## config.mk

```make
export PLATFORM = sky130hd
export DESIGN_NAME = ddr_frame_receiver
export DESIGN_NICKNAME = d
export VERILOG_FILES = /design/src/include/ddr_pkg.sv /design/src/hdl/ddr_frame_receiver.sv
export SDC_FILE = /design/constraint.sdc
export NUM_CORES = 1
export LEC_CHECK = 0
export BUFFER_PORTS_ARGS = -buffer_cell sky130_fd_sc_hd__buf_2
export CAP_MARGIN = 20
export CORE_MARGIN = 1
export CORE_UTILIZATION = 53
export DETAILED_ROUTE_END_ITERATION = 8
export HOLD_SLACK_MARGIN = 0.05
export MAX_ROUTING_LAYER = met4
export PLACE_DENSITY = 0.85
export SYNTH_ARGS = -nofsm -noshare
export SYNTH_HDL_FRONTEND = slang
export SYNTH_SLANG_ARGS = --single-unit
```

## constraint.sdc

```tcl
create_clock -name clk -period 2.46 [get_ports clk]
set_input_delay 0.246 -clock clk [delete_from_list [all_inputs] [get_ports clk]]
set_output_delay 0.246 -clock clk [all_outputs]
set_load 0.02 [all_outputs]
```

## src/include/ddr_pkg.sv

```systemverilog
// shared constants of the dual converter serial frame receiver
package ddr_pkg;

    // ------------------------------------------------------------------
    // serial word layout
    // ------------------------------------------------------------------
    localparam int WORD_BITS = 16;
    localparam int CNT_BITS  = 5;
    localparam logic [4:0] FULL_COUNT = 5'h10;
    localparam int POS_REF_SEL  = 15;
    localparam int POS_LOAD_BOTH = 13;
    localparam int POS_PD_B     = 12;
    localparam int POS_PD_A     = 11;
    localparam int POS_CHAN_SEL = 10;
    localparam int POS_FN_HI    = 9;
    localparam int POS_FN_LO    = 8;
    localparam int DATA_MSB     = 7;

    // load function codes, load-both clear
    localparam logic [1:0] FN_BOTH_OUT_FROM_SHIFT = 2'h0;
    localparam logic [1:0] FN_IN_FROM_SHIFT       = 2'h1;
    localparam logic [1:0] FN_OUT_FROM_IN         = 2'h2;
    localparam logic [1:0] FN_OUT_FROM_SHIFT      = 2'h3;

    // ------------------------------------------------------------------
    // register map (byte offsets)
    // ------------------------------------------------------------------
    localparam logic [7:0] OFS_CTRL      = 8'h00;
    localparam logic [7:0] OFS_STATUS    = 8'h04;
    localparam logic [7:0] OFS_INPUT     = 8'h08;
    localparam logic [7:0] OFS_OUTPUT    = 8'h0C;
    localparam logic [7:0] OFS_CONFIG    = 8'h10;
    localparam logic [7:0] OFS_LAST_WORD = 8'h14;

    localparam int CTRL_RX_EN   = 0;
    localparam int CTRL_SOFT_RST = 1;
    localparam int STAT_OPEN    = 0;
    localparam int STAT_SHORT   = 1;
    localparam int STAT_CNT_LSB = 4;

    localparam logic       RST_RX_EN       = 1'h1;
    localparam logic [7:0] RST_CODE        = 8'h00;
    localparam logic       RST_TRANSPARENT = 1'h1;
    localparam logic [2:0] RST_PIN_LEVEL   = 3'h2;
    localparam logic [1:0] HTRANS_NONSEQ   = 2'h2;

endpackage : ddr_pkg

```

## src/hdl/ddr_frame_receiver.sv

```systemverilog
// serial frame receiver with register decode and an AHB-Lite status/control slave
//
// Implementation choices: the register offsets and the AHB-Lite slave port.
`timescale 1ns/1ps

// What this block does
// - shift bits in only while frame select is low; ignore data otherwise.
// - sample data and advance the shift register on each serial clock rise.
// - sixteen-bit shift word: control byte first, then data byte.
// - first received bit is bit 15, most significant first.
// - frame select rising after sixteen bits decodes control and executes the load.
// - each channel has an input register and a separate output register.
// - data byte is unsigned straight binary, 0 to 255.
// - reference selection taken from a control bit of every written word.
// - control bits: ref, unused, load-both, pd B, pd A, channel, function code.
// - function codes 00/01/10/11 load both outputs, one input, one output from its input, one output; load-both loads input and updates both outputs.
// - each power-down bit powers down its channel; register contents are kept.
// - reset clears input registers, output registers transparent until first write.
module ddr_frame_receiver (
    input  wire logic        clk,
    input  wire logic        rst,
    // serial pins
    input  wire logic        sclk,
    input  wire logic        sync_n,
    input  wire logic        din,
    // converter side
    output logic [7:0]       dac_code_a,
    output logic [7:0]       dac_code_b,
    output logic             reference_select,
    output logic             power_down_chan_a,
    output logic             power_down_chan_b,
    // AHB-Lite slave
    input  wire logic        hsel,
    input  wire logic [31:0] haddr,
    input  wire logic [1:0]  htrans,
    input  wire logic        hwrite,
    input  wire logic [2:0]  hsize,
    input  wire logic [31:0] hwdata,
    input  wire logic        hready,
    output logic             hreadyout,
    output logic             hresp,
    output logic [31:0]      hrdata
);

    // ------------------------------------------------------------------
    // pin synchronisers
    // ------------------------------------------------------------------
    // pins pass two flops before use; sclk must stay below about clk/4
    logic [2:0] pin_raw;
    logic [2:0] meta_ff;
    logic [2:0] sync_ff;
    logic [2:0] prev_ff;
    assign pin_raw = {din, sync_n, sclk};

    genvar gi;
    generate
        for (gi = 0; gi < 3; gi++) begin : g_pin_sync
            always_ff @(posedge clk) begin
                if (rst) begin
                    // idle pin levels, so no false frame edge follows reset
                    meta_ff[gi] <= ddr_pkg::RST_PIN_LEVEL[gi];
                    sync_ff[gi] <= ddr_pkg::RST_PIN_LEVEL[gi];
                    prev_ff[gi] <= ddr_pkg::RST_PIN_LEVEL[gi];
                end else begin
                    meta_ff[gi] <= pin_raw[gi];
                    sync_ff[gi] <= meta_ff[gi];
                    prev_ff[gi] <= sync_ff[gi];
                end
            end
        end
    endgenerate

    logic sclk_rise;
    logic sync_rise;
    logic sync_fall;
    logic frame_open;
    assign sclk_rise  = sync_ff[0] & ~prev_ff[0];
    assign sync_rise  = sync_ff[1] & ~prev_ff[1];
    assign sync_fall  = ~sync_ff[1] & prev_ff[1];
    assign frame_open = ~sync_ff[1];

    // ------------------------------------------------------------------
    // register bus address phase
    // ------------------------------------------------------------------
    logic       wr_pend_ff;
    logic [7:0] wr_addr_ff;
    logic       addr_ok;
    assign addr_ok   = hsel & hready & (htrans == ddr_pkg::HTRANS_NONSEQ);
    assign hreadyout = 1'h1;
    assign hresp     = 1'h0;

    always_ff @(posedge clk) begin
        if (rst) begin
            wr_pend_ff <= 1'h0;
            wr_addr_ff <= 8'h00;
        end else begin
            wr_pend_ff <= addr_ok & hwrite;
            wr_addr_ff <= haddr[7:0];
        end
    end

    logic wr_ctrl;
    logic wr_status;
    assign wr_ctrl   = wr_pend_ff & (wr_addr_ff == ddr_pkg::OFS_CTRL);
    assign wr_status = wr_pend_ff & (wr_addr_ff == ddr_pkg::OFS_STATUS);

    // ------------------------------------------------------------------
    // control register
    // ------------------------------------------------------------------
    logic rx_en_ff;
    logic soft_rst;
    // soft reset is a write strobe only, it is never stored
    assign soft_rst = wr_ctrl & hwdata[ddr_pkg::CTRL_SOFT_RST];

    always_ff @(posedge clk) begin
        if (rst) begin
            rx_en_ff <= ddr_pkg::RST_RX_EN;
        end else if (wr_ctrl) begin
            rx_en_ff <= hwdata[ddr_pkg::CTRL_RX_EN];
        end
    end

    // ------------------------------------------------------------------
    // shift register and bit counter
    // ------------------------------------------------------------------
    logic [15:0] shift_ff;
    logic [4:0]  cnt_ff;
    logic        shift_en;
    assign shift_en = rx_en_ff & frame_open & sclk_rise;

    always_ff @(posedge clk) begin
        if (rst) begin
            shift_ff <= 16'h0000;
        end else if (shift_en) begin
            shift_ff <= {shift_ff[14:0], sync_ff[2]};
        end
    end

    always_ff @(posedge clk) begin
        if (rst || sync_fall || soft_rst) begin
            cnt_ff <= 5'h00;
        end else if (shift_en && cnt_ff != ddr_pkg::FULL_COUNT) begin
            cnt_ff <= cnt_ff + 5'h01;
        end
    end

    logic execute;
    logic discard;
    assign execute = sync_rise & rx_en_ff & (cnt_ff == ddr_pkg::FULL_COUNT);
    assign discard = sync_rise & rx_en_ff & (cnt_ff != ddr_pkg::FULL_COUNT)
                     & (cnt_ff != 5'h00);

    // ------------------------------------------------------------------
    // control decode
    // ------------------------------------------------------------------
    logic       w_ref;
    logic       w_load_both;
    logic       w_pd_a;
    logic       w_pd_b;
    logic       w_sel_b;
    logic [1:0] w_fn;
    logic [7:0] w_data;
    assign w_ref       = shift_ff[ddr_pkg::POS_REF_SEL];
    assign w_load_both = shift_ff[ddr_pkg::POS_LOAD_BOTH];
    assign w_pd_b      = shift_ff[ddr_pkg::POS_PD_B];
    assign w_pd_a      = shift_ff[ddr_pkg::POS_PD_A];
    assign w_sel_b     = shift_ff[ddr_pkg::POS_CHAN_SEL];
    assign w_fn        = {shift_ff[ddr_pkg::POS_FN_HI], shift_ff[ddr_pkg::POS_FN_LO]};
    assign w_data      = shift_ff[ddr_pkg::DATA_MSB:0];

    // ------------------------------------------------------------------
    // channel registers
    // ------------------------------------------------------------------
    logic [7:0] in_a_ff;
    logic [7:0] in_b_ff;
    logic [7:0] out_a_ff;
    logic [7:0] out_b_ff;
    logic [7:0] nxt_in_a;
    logic [7:0] nxt_in_b;
    logic [7:0] nxt_out_a;
    logic [7:0] nxt_out_b;
    always_comb begin
        nxt_in_a  = in_a_ff;
        nxt_in_b  = in_b_ff;
        nxt_out_a = out_a_ff;
        nxt_out_b = out_b_ff;
        if (w_load_both) begin
            // each output takes its own input register in the same step, the selected one the freshly loaded value
            if (w_sel_b) begin
                nxt_in_b = w_data;
            end else begin
                nxt_in_a = w_data;
            end
            nxt_out_a = w_sel_b ? in_a_ff : w_data;
            nxt_out_b = w_sel_b ? w_data : in_b_ff;
        end else begin
            case (w_fn)
                ddr_pkg::FN_BOTH_OUT_FROM_SHIFT: begin
                    nxt_out_a = w_data;
                    nxt_out_b = w_data;
                end
                ddr_pkg::FN_IN_FROM_SHIFT: begin
                    if (w_sel_b) begin
                        nxt_in_b = w_data;
                    end else begin
                        nxt_in_a = w_data;
                    end
                end
                ddr_pkg::FN_OUT_FROM_IN: begin
                    if (w_sel_b) begin
                        nxt_out_b = in_b_ff;
                    end else begin
                        nxt_out_a = in_a_ff;
                    end
                end
                ddr_pkg::FN_OUT_FROM_SHIFT: begin
                    if (w_sel_b) begin
                        nxt_out_b = w_data;
                    end else begin
                        nxt_out_a = w_data;
                    end
                end
                default: begin
                    nxt_out_a = out_a_ff;
                end
            endcase
        end
    end

    always_ff @(posedge clk) begin
        if (rst || soft_rst) begin
            in_a_ff  <= ddr_pkg::RST_CODE;
            in_b_ff  <= ddr_pkg::RST_CODE;
            out_a_ff <= ddr_pkg::RST_CODE;
            out_b_ff <= ddr_pkg::RST_CODE;
        end else if (execute) begin
            in_a_ff  <= nxt_in_a;
            in_b_ff  <= nxt_in_b;
            out_a_ff <= nxt_out_a;
            out_b_ff <= nxt_out_b;
        end
    end

    // ------------------------------------------------------------------
    // reference, power-down and transparency
    // ------------------------------------------------------------------
    logic ref_ff;
    logic pd_a_ff;
    logic pd_b_ff;
    logic transparent_ff;

    always_ff @(posedge clk) begin
        if (rst || soft_rst) begin
            ref_ff  <= 1'h0;
            pd_a_ff <= 1'h0;
            pd_b_ff <= 1'h0;
        end else if (execute) begin
            ref_ff  <= w_ref;
            pd_a_ff <= w_pd_a;
            pd_b_ff <= w_pd_b;
        end
    end

    always_ff @(posedge clk) begin
        if (rst || soft_rst) begin
            transparent_ff <= ddr_pkg::RST_TRANSPARENT;
        end else if (execute) begin
            transparent_ff <= 1'h0;
        end
    end

    // power-down only gates the analog side; codes keep their value
    always_ff @(posedge clk) begin
        if (rst) begin
            dac_code_a        <= ddr_pkg::RST_CODE;
            dac_code_b        <= ddr_pkg::RST_CODE;
            reference_select  <= 1'h0;
            power_down_chan_a <= 1'h0;
            power_down_chan_b <= 1'h0;
        end else begin
            dac_code_a        <= transparent_ff ? in_a_ff : out_a_ff;
            dac_code_b        <= transparent_ff ? in_b_ff : out_b_ff;
            reference_select  <= ref_ff;
            power_down_chan_a <= pd_a_ff;
            power_down_chan_b <= pd_b_ff;
        end
    end

    // ------------------------------------------------------------------
    // status: short-frame flag and last accepted word
    // ------------------------------------------------------------------
    logic        short_ff;
    logic [15:0] last_word_ff;
    // a new discard wins over a software clear in the same cycle
    always_ff @(posedge clk) begin
        if (rst) begin
            short_ff <= 1'h0;
        end else if (discard) begin
            short_ff <= 1'h1;
        end else if (wr_status && hwdata[ddr_pkg::STAT_SHORT]) begin
            short_ff <= 1'h0;
        end
    end

    always_ff @(posedge clk) begin
        if (rst) begin
            last_word_ff <= 16'h0000;
        end else if (execute) begin
            last_word_ff <= shift_ff;
        end
    end

    // ------------------------------------------------------------------
    // read data, registered in the address phase
    // ------------------------------------------------------------------
    logic [31:0] rd_mux;

    always_comb begin
        case (haddr[7:0])
            ddr_pkg::OFS_CTRL:      rd_mux = {31'h0, rx_en_ff};
            ddr_pkg::OFS_STATUS:    rd_mux = {23'h0, cnt_ff, 2'h0, short_ff, frame_open};
            ddr_pkg::OFS_INPUT:     rd_mux = {16'h0, in_b_ff, in_a_ff};
            ddr_pkg::OFS_OUTPUT:    rd_mux = {16'h0, out_b_ff, out_a_ff};
            ddr_pkg::OFS_CONFIG:    rd_mux = {28'h0, transparent_ff, pd_b_ff, pd_a_ff, ref_ff};
            ddr_pkg::OFS_LAST_WORD: rd_mux = {16'h0, last_word_ff};
            default:                rd_mux = 32'h0000_0000;
        endcase
    end

    always_ff @(posedge clk) begin
        if (rst) begin
            hrdata <= 32'h0000_0000;
        end else if (addr_ok && !hwrite) begin
            hrdata <= rd_mux;
        end
    end

endmodule : ddr_frame_receiver

```

==> summary.md <==
| Metric | Value |
|---|---|
| Run status | finished, final reports clean |
| Wire length of the first global-routing pass | 21.22 mm |
| Share of power burned in combinational logic | approximately 3.2% |
| Fin crit period | 2.035 ns |
| Area of the mapped netlist | 5241 sq um |
| Max-cap check violation count | 0 |
| Commonest cells after routing, fill and taps aside | dfxtp_1 (127), nand2_1 (84), mux2i_1 (72), nor2_1 (60), buf_2 (54) |
| Number of DRC violations after detailed-routing iteration 0 | 395 |
| Pwr Total | 5.005 mW |
| First-pass DRT Iterations | 6 |
| GRT Residual Overflow | 0 |
| Number of global-route vias before repair | between 4000 and 5000 |
| Most frequent standard cell in the layout excluding fill and tap cells | dfxtp_1 |
| Number of vias in the routed layout | 4367 |
| Crit Path Category | reg -> reg |
| Weighted congestion at the end of routability-driven global placement | 0.8491 |
| Site Rows | 35 |
| Power per Cell Area | 791.0 nW/um^2 |
| Final clock period utilization by the worst path | a little over 80% |
| Most used DFF post-synth | dfxtp_1 |
| Clk network pwr share | 55.3% |
| Internal power summed over all cells | 3.920 mW |
| Area of the core | 9415 sq um |
| H-tree levels | 4 |
| Die height | 101.4 um |
| Total routed wirelength | 13.50 mm |
| Initial antenna violation count | 0 |
| Maximum clock rate | 0.4913 GHz |
| Global Route Usage Sum | 28.68% |
| Detailed placer's ending HPWL | 8.190 mm |
| Leakage power | 2.638 nW |
| Rel. slew slack | between 30% and 40% |
| Count of instances resized after the clock tree is built | 0 |
| # setup viols final | 0 |
| CTS Sinks | 127 |
| Clock Skews | 0.01151 ns |
| Initial Util | a little under three fifths |
| Final core utilization | 67.20% |
| #FFs+latches synth | 127 |
| Slack of the worst reg-to-reg path | 0.42 ns |
| Maximum root-to-sink buffer count | 2 |
| Nets | 697 |
| Data arrival time of the critical path | 2.50 ns |
| Mean Syn Cell Area | 9.495 sq um |
| CTS buffer count | 17 |
| Die width | 101.4 um |
| Count of warnings emitted by yosys | 0 |
| Switching fraction of total power | roughly 22% |
| IO Pins | 130 |
| FFs w/ async S/R, synth | 0% |
| RSZ-0062 raised after global routing | false |
| Residual antenna-violating net count after detailed routing | 0 |
| Required time at the endpoint of the critical path | between 2 and 3 ns |
| Fraction of layout instances using a drive strength above 1 | about a fifth |
| Final TNS setup | 0 ns |
| Count of flip-flops with a built-in enable after synthesis | 0 |
| Kind of start point of the critical path | flip-flop |
| Buffer count from post-CTS setup fixing | 0 |
| Hold violation count in the final report | 0 |
| Die outline area | 10290 sq um |
| Port Buffer Count | 54 |
| Clk Latency, worst-skew pair | 0.53 ns |
| Area Overhead vs Synth | 20.72% |
| Type of the tightest min-delay check | in -> reg |
| CTS tree | built |
| Distinct cell type count after synthesis | 49 |
| CTS clock-pin slew for the worst setup and hold paths | 0.06 ns |
| Fraction of power consumed by sequential logic | 41.5% |
| Post-Synthesis Cells | 552 |
| Pin count of the biggest net entering global routing | 29 |
| VDD IR max | 0.4669 mV |
| Remaining routing DRC violations | 0 |
| Routed WL per cell | 17.77 um |
| Ant diodes | 0 |
| Root cell of the clock tree | clkbuf_8 |
| Element type at the critical path end | flip-flop |
| Worst Path Max Fanout | 20 |
| Switching power | 1.085 mW |
| Sequential cell area fraction in the yosys report | 48.51% |
| Number of pins exceeding their max-slew limit in the final report | 0 |
| Via density per instance | 5.746 |
| Worst Max-Slew Pin Slew | 0.9045 ns |
-- timing repair --
item / in CTS / in global routing
setup endpoints to repair: 0 / 0
hold endpoints to repair: 11 / 0
hold buffers: 11 / 0
-- cells in the mapped netlist (3+ instances only) --
cell type	instances	area, sq um
a21oi_1	39	195.2
xor2_1	3	26.28
buf_1	4	15.01
a211oi_2	4	50.05
o21ai_0	16	80.08
buf_4	19	142.6
clkbuf_1	16	60.06
mux2i_1	72	720.7
nor2_1	60	225.2
dfxtp_1	127	2542
nand4_1	3	18.77
a2bb2oi_1	12	105.1
buf_6	3	33.78
buf_2	5	25.02
inv_1	9	33.78
nand2_1	84	315.3
nor2b_1	17	106.4
a211oi_1	13	97.59
-- layer usage --
metal	GRT usage, %	wire [um]	share of wire [%]
met3	6.832	1109	8.2
met5	-	0	0
met2	47.83	6692	50
met1	31.49	5156	38
met4	15.94	545	4.0
-- worst max-delay path, stage by stage (launching register included) --
cell,delay [ns]
dfxtp_1,0.45
inv_1,0.08
ha_1,0.24
and4bb_2,0.29
nand2_1,0.59
nand2_1,0.16
a21oi_1,0.17
-- path summary, 6_finish.rpt --
kind | from | to | cells after the start
max reg2reg | cnt_ff[0]$_SDFFE_PP0P_ | pd_a_ff$_SDFFE_PP0P_ | 6
min reg2reg | meta_ff[1]$_SDFF_PP1_ | sync_ff[1]$_SDFF_PP1_ | 1
max | cnt_ff[0]$_SDFFE_PP0P_ | pd_a_ff$_SDFFE_PP0P_ | 6
min | haddr[2] | wr_addr_ff[2]$_SDFF_PP0_ | 2
-- state kept, by name (all words and copies together), names as in the netlist, 2 cells and up --
register      flops
dac_code_a        8
wr_addr_ff        8
out_b_ff          8
dac_code_b        8
prev_ff           2
in_a_ff           8
in_b_ff           8
hrdata           16
shift_ff         16
meta_ff           3
cnt_ff            5
out_a_ff          8
last_word_ff     16
sync_ff           3
-- cell type report --
type                    count  area [sq um]
well taps                 129         161.4
repair buffers             78         478.0
flip-flops and latches    127          2542
fillers                   657          3088
clock buffers              18         427.9
multi-input cells         385          2455
inverters                   9         33.78
clock inverters            14         229.0
-- power groups by stage --
stage / Clock [mW] / Sequential [mW] / Combinational (mW)
after global routing: 2.89 / 2.08 / 0.169
final: 2.77 / 2.08 / 0.160
after global placement: 0 / 2.12 / 0.137
after floorplan: 0 / 2.12 / 0.125
after CTS: 2.76 / 2.08 / 0.156
after detailed placement: 0 / 2.12 / 0.141
-- logic make-up (layout without fill, tap and decap cells) --
logic type                 Yosys count  after routing  share of synthesized area [%]
DFF                                127            127                          48.51
AOI/OAI and AO/OA                   97             97                          12.99
adders and majority gates            2              2                         0.4774
buffers and inverters               56            119                          5.920
other                                2             18                         0.1433
muxes                               75             75                          14.61
xor gates and xnor gates             4              4                         0.6685
and+or+nand+nor                    189            189                          16.69
-- metrics by stage --
stage | area [sq um] | std cells | hold slack, ns | setup slack, ns
after floorplan | 5301 | 568 | 0.3498 | 0.7105
final | 6327 | 760 | 0.05871 | 0.4245
after global placement | 5560 | 717 | 0.3924 | 0.5992
after CTS | 6327 | 760 | 0.05906 | 0.4749
after detailed placement | 5560 | 717 | 0.4036 | 0.5082
after global routing | 6327 | 760 | 0.05504 | 0.3350
Power figures use the tool's default switching activity.
